### src/rtl/csc_pkg.sv
/*
 Constants for the channel sequence configuration register group.
 Assumes byte-wide registers addressed by an 8-bit register address.
*/
package csc_pkg;
  localparam logic [7:0] ADDR_SCAN_CONTROL   = 8'h10;
  localparam logic [7:0] ADDR_CHANNEL_SELECT = 8'h11;
  localparam logic [7:0] ADDR_SCAN_CH_EN     = 8'h12;
  localparam logic [7:0] ADDR_ALERT_CH_EN    = 8'h14;
  localparam logic [7:0] ADDR_ALERT_SRC_MAP  = 8'h16;
  localparam int         RUN_BIT             = 4;
  localparam int         MODE_LSB            = 0;
  localparam int         MANUAL_LSB          = 0;
  localparam int         ZERO_CROSS_LSB      = 4;
  localparam int         MAP_RMS_BIT         = 1;
  localparam int         MAP_CRC_BIT         = 0;
  localparam logic [7:0] RESET_VALUE         = 8'h00;
  localparam logic [2:0] SEQ_REWIND          = 3'h7;
  localparam logic [7:0] SCAN_CONTROL_MASK   = 8'h13;
  localparam logic [7:0] ALERT_SRC_MAP_MASK  = 8'h03;
  localparam logic [1:0] MODE_MANUAL         = 2'h0;
  localparam logic [1:0] MODE_AUTO           = 2'h1;
  localparam logic [1:0] MODE_ON_THE_FLY     = 2'h2;
  localparam logic [3:0] CHANNEL_LIMIT       = 4'h8;
endpackage : csc_pkg

### src/rtl/csc_channel_sequence_config.sv
/*
 Register group for scan mode, sequencer, manual and zero-cross channel selection,
 and per-channel scan and alert enables, plus the channel chooser they steer.
 Assumes the serial front end delivers one-cycle write and read strobes on clk_i,
 and that conversion engine and comparator signals are on the same clock.
*/
`timescale 1ns/10ps
module csc_channel_sequence_config (
  input  wire logic       clk_i,
  input  wire logic       rst_i,
  input  wire logic [7:0] reg_addr_i,
  input  wire logic [7:0] reg_wdata_i,
  input  wire logic       reg_write_i,
  input  wire logic       reg_read_i,
  output logic      [7:0] reg_rdata_o,
  input  wire logic [7:0] pin_config_i,
  input  wire logic [7:0] gpio_level_i,
  input  wire logic       conv_done_i,
  input  wire logic       analog_zero_cross_i,
  input  wire logic [7:0] channel_alert_i,
  output logic      [2:0] conv_channel_o,
  output logic            conv_channel_valid_o,
  output logic      [1:0] scan_mode_o,
  output logic            sequencer_active_o,
  output logic            zero_cross_detect_o,
  output logic            alert_o,
  output logic      [1:0] alert_source_map_o
);

  logic [7:0] scan_control;
  logic [7:0] channel_select;
  logic [7:0] scan_channel_enable;
  logic [7:0] alert_channel_enable;
  logic [7:0] alert_source_map;
  logic [2:0] seq_channel;
  logic [2:0] next_seq_channel;
  logic       seq_found;
  logic [7:0] gpio_meta;
  logic [7:0] gpio_sync;
  logic [1:0] scan_mode;
  logic       sequencer_run;
  logic [3:0] manual_channel_id;
  logic [3:0] zero_cross_source_channel;
  logic       seq_running;

  assign scan_mode                 = scan_control[csc_pkg::MODE_LSB +: 2];
  assign sequencer_run             = scan_control[csc_pkg::RUN_BIT];
  assign manual_channel_id         = channel_select[csc_pkg::MANUAL_LSB +: 4];
  assign zero_cross_source_channel = channel_select[csc_pkg::ZERO_CROSS_LSB +: 4];

  ////////////////////////////////////////////////////////////////////////////
  // Register writes
  always_ff @(posedge clk_i) begin
    if (rst_i) begin
      scan_control         <= csc_pkg::RESET_VALUE;
      channel_select       <= csc_pkg::RESET_VALUE;
      scan_channel_enable  <= csc_pkg::RESET_VALUE;
      alert_channel_enable <= csc_pkg::RESET_VALUE;
      alert_source_map     <= csc_pkg::RESET_VALUE;
    end else if (reg_write_i) begin
      case (reg_addr_i)
        csc_pkg::ADDR_SCAN_CONTROL: begin
          scan_control <= reg_wdata_i & csc_pkg::SCAN_CONTROL_MASK;
        end
        csc_pkg::ADDR_CHANNEL_SELECT: begin
          channel_select <= reg_wdata_i;
        end
        csc_pkg::ADDR_SCAN_CH_EN: begin
          scan_channel_enable <= reg_wdata_i;
        end
        csc_pkg::ADDR_ALERT_CH_EN: begin
          alert_channel_enable <= reg_wdata_i;
        end
        csc_pkg::ADDR_ALERT_SRC_MAP: begin
          alert_source_map <= reg_wdata_i & csc_pkg::ALERT_SRC_MAP_MASK;
        end
        default: begin
        end
      endcase
    end
  end

  ////////////////////////////////////////////////////////////////////////////
  // Register reads
  always_ff @(posedge clk_i) begin
    if (rst_i) begin
      reg_rdata_o <= csc_pkg::RESET_VALUE;
    end else if (reg_read_i) begin
      case (reg_addr_i)
        csc_pkg::ADDR_SCAN_CONTROL:  reg_rdata_o <= scan_control & csc_pkg::SCAN_CONTROL_MASK;
        csc_pkg::ADDR_CHANNEL_SELECT: reg_rdata_o <= channel_select;
        csc_pkg::ADDR_SCAN_CH_EN:    reg_rdata_o <= scan_channel_enable;
        csc_pkg::ADDR_ALERT_CH_EN:   reg_rdata_o <= alert_channel_enable;
        csc_pkg::ADDR_ALERT_SRC_MAP: reg_rdata_o <= alert_source_map & csc_pkg::ALERT_SRC_MAP_MASK;
        default:                     reg_rdata_o <= csc_pkg::RESET_VALUE;
      endcase
    end
  end

  ////////////////////////////////////////////////////////////////////////////
  // Auto sequencer
  // run only in auto mode
  assign seq_running = (scan_mode == csc_pkg::MODE_AUTO) && sequencer_run
                       && (scan_channel_enable != 8'h00);

  // next enabled channel, ascending with wrap
  always_comb begin
    next_seq_channel = seq_channel;
    seq_found        = 1'b0;
    for (int k = 1; k <= 8; k++) begin
      if (!seq_found && scan_channel_enable[3'(seq_channel + 3'(k))]) begin
        next_seq_channel = 3'(seq_channel + 3'(k));
        seq_found        = 1'b1;
      end
    end
  end

  always_ff @(posedge clk_i) begin
    if (rst_i) begin
      seq_channel <= csc_pkg::SEQ_REWIND;
    end else if (!seq_running) begin
      // stop rewinds to lowest channel on restart
      seq_channel <= csc_pkg::SEQ_REWIND;
    end else if (conv_done_i) begin
      seq_channel <= next_seq_channel;
    end
  end

  ////////////////////////////////////////////////////////////////////////////
  // Channel choice
  always_ff @(posedge clk_i) begin
    if (rst_i) begin
      conv_channel_o       <= 3'h0;
      conv_channel_valid_o <= 1'b0;
    end else begin
      case (scan_mode)
        csc_pkg::MODE_MANUAL: begin
          conv_channel_o       <= manual_channel_id[2:0];
          conv_channel_valid_o <= manual_channel_id < csc_pkg::CHANNEL_LIMIT;
        end
        csc_pkg::MODE_AUTO: begin
          conv_channel_o       <= seq_running ? next_seq_channel : 3'h0;
          conv_channel_valid_o <= seq_running;
        end
        csc_pkg::MODE_ON_THE_FLY: begin
          conv_channel_o       <= manual_channel_id[2:0];
          conv_channel_valid_o <= manual_channel_id < csc_pkg::CHANNEL_LIMIT;
        end
        default: begin
          conv_channel_o       <= 3'h0;
          conv_channel_valid_o <= 1'b0;
        end
      endcase
    end
  end

  assign scan_mode_o        = scan_mode;
  assign sequencer_active_o = seq_running;
  assign alert_source_map_o = alert_source_map[csc_pkg::MAP_RMS_BIT:csc_pkg::MAP_CRC_BIT];

  ////////////////////////////////////////////////////////////////////////////
  // Zero-cross source
  always_ff @(posedge clk_i) begin
    if (rst_i) begin
      gpio_meta <= 8'h00;
      gpio_sync <= 8'h00;
    end else begin
      gpio_meta <= gpio_level_i;
      gpio_sync <= gpio_meta;
    end
  end

  always_ff @(posedge clk_i) begin
    if (rst_i) begin
      zero_cross_detect_o <= 1'b0;
    end else if (zero_cross_source_channel >= csc_pkg::CHANNEL_LIMIT) begin
      zero_cross_detect_o <= 1'b0;
    end else if (pin_config_i[zero_cross_source_channel[2:0]]) begin
      zero_cross_detect_o <= gpio_sync[zero_cross_source_channel[2:0]];
    end else begin
      zero_cross_detect_o <= analog_zero_cross_i;
    end
  end

  ////////////////////////////////////////////////////////////////////////////
  // Alert gating
  always_ff @(posedge clk_i) begin
    if (rst_i) begin
      alert_o <= 1'b0;
    end else begin
      alert_o <= |(channel_alert_i & alert_channel_enable);
    end
  end

endmodule : csc_channel_sequence_config

### config.mk
export PLATFORM = sky130hd
export DESIGN_NAME = csc_channel_sequence_config
export DESIGN_NICKNAME = d
export VERILOG_FILES = /design/src/rtl/csc_pkg.sv /design/src/rtl/csc_channel_sequence_config.sv
export SDC_FILE = /design/constraint.sdc
export NUM_CORES = 1
export LEC_CHECK = 0
export BUFFER_PORTS_ARGS = -buffer_cell sky130_fd_sc_hd__buf_2
export CAP_MARGIN = 5
export CELL_PAD_IN_SITES_DETAIL_PLACEMENT = 2
export CELL_PAD_IN_SITES_GLOBAL_PLACEMENT = 2
export CORE_ASPECT_RATIO = 1.25
export CORE_MARGIN = 2
export CORE_UTILIZATION = 36
export DETAILED_ROUTE_END_ITERATION = 10
export PLACE_DENSITY = 0.87
export SYNTH_ARGS = -nofsm -noshare
export SYNTH_HDL_FRONTEND = slang
export SYNTH_SLANG_ARGS = --single-unit
export TNS_END_PERCENT = 20
### constraint.sdc
create_clock -name clk_i -period 6.15 [get_ports clk_i]
set_input_delay 0.9225 -clock clk_i [delete_from_list [all_inputs] [get_ports clk_i]]
set_output_delay 0.9225 -clock clk_i [all_outputs]
set_load 0.03 [all_outputs]
==> flow_metrics.tcl <==
set metrics [dict create \
    route.vias.total 3048 \
    met1_usage_pct 27.3 \
    layout.cells.non_filler 531 \
    area_growth_pct 16.6 \
    die_y_um 110 \
    wire_per_inst_um 20.9 \
    final_common_cell "buf_2" \
    hold_buffers 0 \
    dpl_worst_slack_ns 2.65 \
    via_per_inst 5.74 \
    timing.setup.tns_ns 0 \
    fp.dieArea_um2 9830 \
    dp.cells 515 \
    fp-row-count 38 \
    setup_viol 0 \
    root_buffer "clkbuf_8" \
    combPwrFrac_pct 5.6 \
    fin_ws_ns 2.61 \
    layout_common_cells "buf_2 (64), dfxtp_1 (62), nand2_1 (39), a21oi_1 (39), nand3_1 (28)" \
    cts_tree "built" \
    powerDensity_nw_per_um2 227 \
    h-tree-depth 3 \
    synth_area_um2 3260 \
    path_clk_slew_ns 0.08 \
    drv_slew 0 \
    drc_errors 0 \
    rsz0062_at_grt "no" \
    track_usage_pct 24.4 \
    switching_share_pct 23.9 \
    ys_seq_area_share_pct 38.1 \
    pin_count 65 \
    synth.ff_latch_count 62 \
    switchingPower_w 0.000206 \
    grt_max_degree 62 \
    numPortBuffers 64 \
    nets 454 \
    fmax_mhz 283 \
    worstSetupPathType "reg -> reg" \
    p_leak_nw 1.45 \
    dp_hpwl_um 8230 \
    critPathMaxFanout 15 \
    start_kind "flip-flop" \
    cts_buffer_depth 2 \
    grt.overflow.total 0 \
    p_seq_share_pct 47.6 \
    clock_skew_ns 0.00703 \
    ir_worst_vdd_mv 0.162 \
    drt-initial-drc-count 144 \
    top_usage_layer "met2" \
    hold_viol_final 0 \
    max-cap-violations 0 \
    gp_congestion 0.888 \
    cts_buffers 9 \
    cp_data_arrival_time_ns 3.76 \
    pwr-share-clk_pct 46.9 \
    fin_crit_ns 3.54 \
    grt_pass1_wl_um 17700 \
    status "completed" \
    synth_edf_count 0 \
    antenna_found_initial 0 \
    fillCellCount 1016 \
    post-route-util_pct 43.4 \
    initial_core_util_pct 37.2 \
    synth_cell_type_count 57 \
    cts_resized 0 \
    wl_um 11100 \
    num_antenna_cells 0 \
    grtUsageMet3_pct 3.13 \
    holdCritPathClass "reg -> reg" \
    gr-usage-met2_pct 45.2 \
    tightestPinTransition_ns 1.13 \
    syn_inst 356 \
    worstSkewPairLatency_ns 0.36 \
    core_region_area_um2 8750 \
    cts_setup_buffers 0 \
    grt_pass1_vias 3274 \
    syn-num-nets 404 \
    max_slew_margin_pct 24.9 \
    worst_setup_path_end_kind "flip-flop" \
    min_period_over_period_pct 57.5 \
    fp.dieW_um 89.1 \
    antenna_left 0 \
    ys_async_sr_fraction_pct 0 \
    syn_area_per_cell_um2 9.15 \
    yosys_warnings 0 \
    drive_gt1_share_pct 24.6 \
    worstPathRequired_ns 6.38 \
    drt_first_pass_iters 5 \
    internal_power_w 0.000656 \
    cts_sinks 62 \
    synth-main-ff-cell "dfxtp_1" \
]
[state kept, by name (all words and copies together) (netlist names)]
name,count
reg_rdata_o,8
alert_o,1
channel_select,8
conv_channel_valid_o,1
alert_channel_enable,8
zero_cross_detect_o,1
gpio_sync,8
seq_channel,3
gpio_meta,8
conv_channel_o,3
scan_control,3
scan_channel_enable,8
alert_source_map,2
[cell usage after synthesis (2+ instances only)]
cell type | count | area share, %
xor2_1 | 3 | 0.81
o221ai_1 | 2 | 0.54
a221o_1 | 3 | 0.92
o32a_1 | 2 | 0.61
and3_1 | 3 | 0.58
ha_1 | 2 | 0.77
a211oi_1 | 4 | 0.92
mux2i_2 | 2 | 0.84
o21ai_0 | 6 | 0.92
dfxtp_1 | 62 | 38
mux4_1 | 3 | 2.4
nor2b_1 | 18 | 3.5
inv_1 | 10 | 1.2
mux4_2 | 11 | 7.6
a221oi_1 | 3 | 0.81
o21ai_1 | 3 | 0.46
buf_2 | 5 | 0.77
nor4_1 | 3 | 0.58
mux2i_1 | 10 | 3.1
nor3_1 | 6 | 0.92
nand2b_1 | 3 | 0.58
buf_4 | 3 | 0.69
mux2_2 | 3 | 1.0
a22oi_1 | 5 | 1.2
a21oi_1 | 39 | 6.0
buf_6 | 4 | 1.4
a222oi_1 | 6 | 1.8
o32ai_1 | 2 | 0.54
clkbuf_1 | 11 | 1.3
nor2_1 | 27 | 3.1
nand3_1 | 28 | 4.3
nand2_1 | 39 | 4.5
[worst max-delay path, stage by stage (launching register included)]
cell,delay [ns]
dfxtp_1,0.74
inv_1,0.23
ha_1,0.57
mux4_2,0.64
mux2i_2,0.37
o21ai_1,0.13
a311o_1,0.42
a21oi_1,0.19
o21ai_1,0.10
[layout make-up]
| class | instances | area, um^2 | area share [%] |
|---|---|---|---|
| Clock buffer | 9 | 124 | 3.26 |
| Clock inverter | 7 | 97.6 | 2.57 |
| Inverter | 10 | 37.5 | 0.988 |
| Multi-Input combinational cell | 259 | 1830 | 48.1 |
| Sequential cell | 62 | 1240 | 32.7 |
| Tap cell | 120 | 150 | 3.95 |
| Timing Repair Buffer | 64 | 320 | 8.43 |
[power groups by stage]
stage | Combinational [W] | Sequential (W) | Clock [W]
6_report | 0.0000478 | 0.000410 | 0.000404
4_1_cts | 0.0000482 | 0.000410 | 0.000408
2_1_floorplan | 0.0000213 | 0.000421 | 0
3_3_place_gp | 0.0000460 | 0.000419 | 0
5_1_grt | 0.0000527 | 0.000411 | 0.000423
3_5_place_dp | 0.0000478 | 0.000419 | 0
[logic make-up (layout without fill, tap and decap cells)]
| group | Yosys count | count (layout) | share of synthesized area (%) |
|---|---|---|---|
| simple gates | 137 | 137 | 21.0 |
| compound gates | 87 | 87 | 18.4 |
| flops | 62 | 62 | 38.1 |
| buf+inv | 35 | 90 | 5.76 |
| mux | 29 | 29 | 15.0 |
| xor+xnor | 4 | 4 | 1.08 |
| fa+ha+maj | 2 | 2 | 0.768 |
[per-stage QoR]
| stage | total power [W] | area [um^2] | hold slack [ns] |
|---|---|---|---|
| final | 0.000862 | 3800 | 0.455 |
| after global routing | 0.000886 | 3800 | 0.471 |
| after floorplan | 0.000442 | 3260 | 0.414 |
| after global placement | 0.000465 | 3580 | 0.419 |
| after detailed placement | 0.000467 | 3580 | 0.443 |
| after CTS | 0.000866 | 3800 | 0.458 |
[worst paths after layout]
path,from,endpoint,slack (ns),cells after the start
worst max-delay path,seq_channel[1],seq_channel[0],2.61,8
worst max register to register,seq_channel[1],seq_channel[0],2.61,8
worst min register to register,gpio_meta[3],gpio_sync[3],0.45,1
worst min-delay path,gpio_meta[3],gpio_sync[3],0.45,1
[metal layers]
| layer | wire length [um] | share of wire, % |
|---|---|---|
| met1 | 4140 | 37 |
| met2 | 6180 | 56 |
| met3 | 393 | 3.5 |
| met4 | 376 | 3.4 |
| met5 | 0 | 0 |
Power figures use the tool's default switching activity.
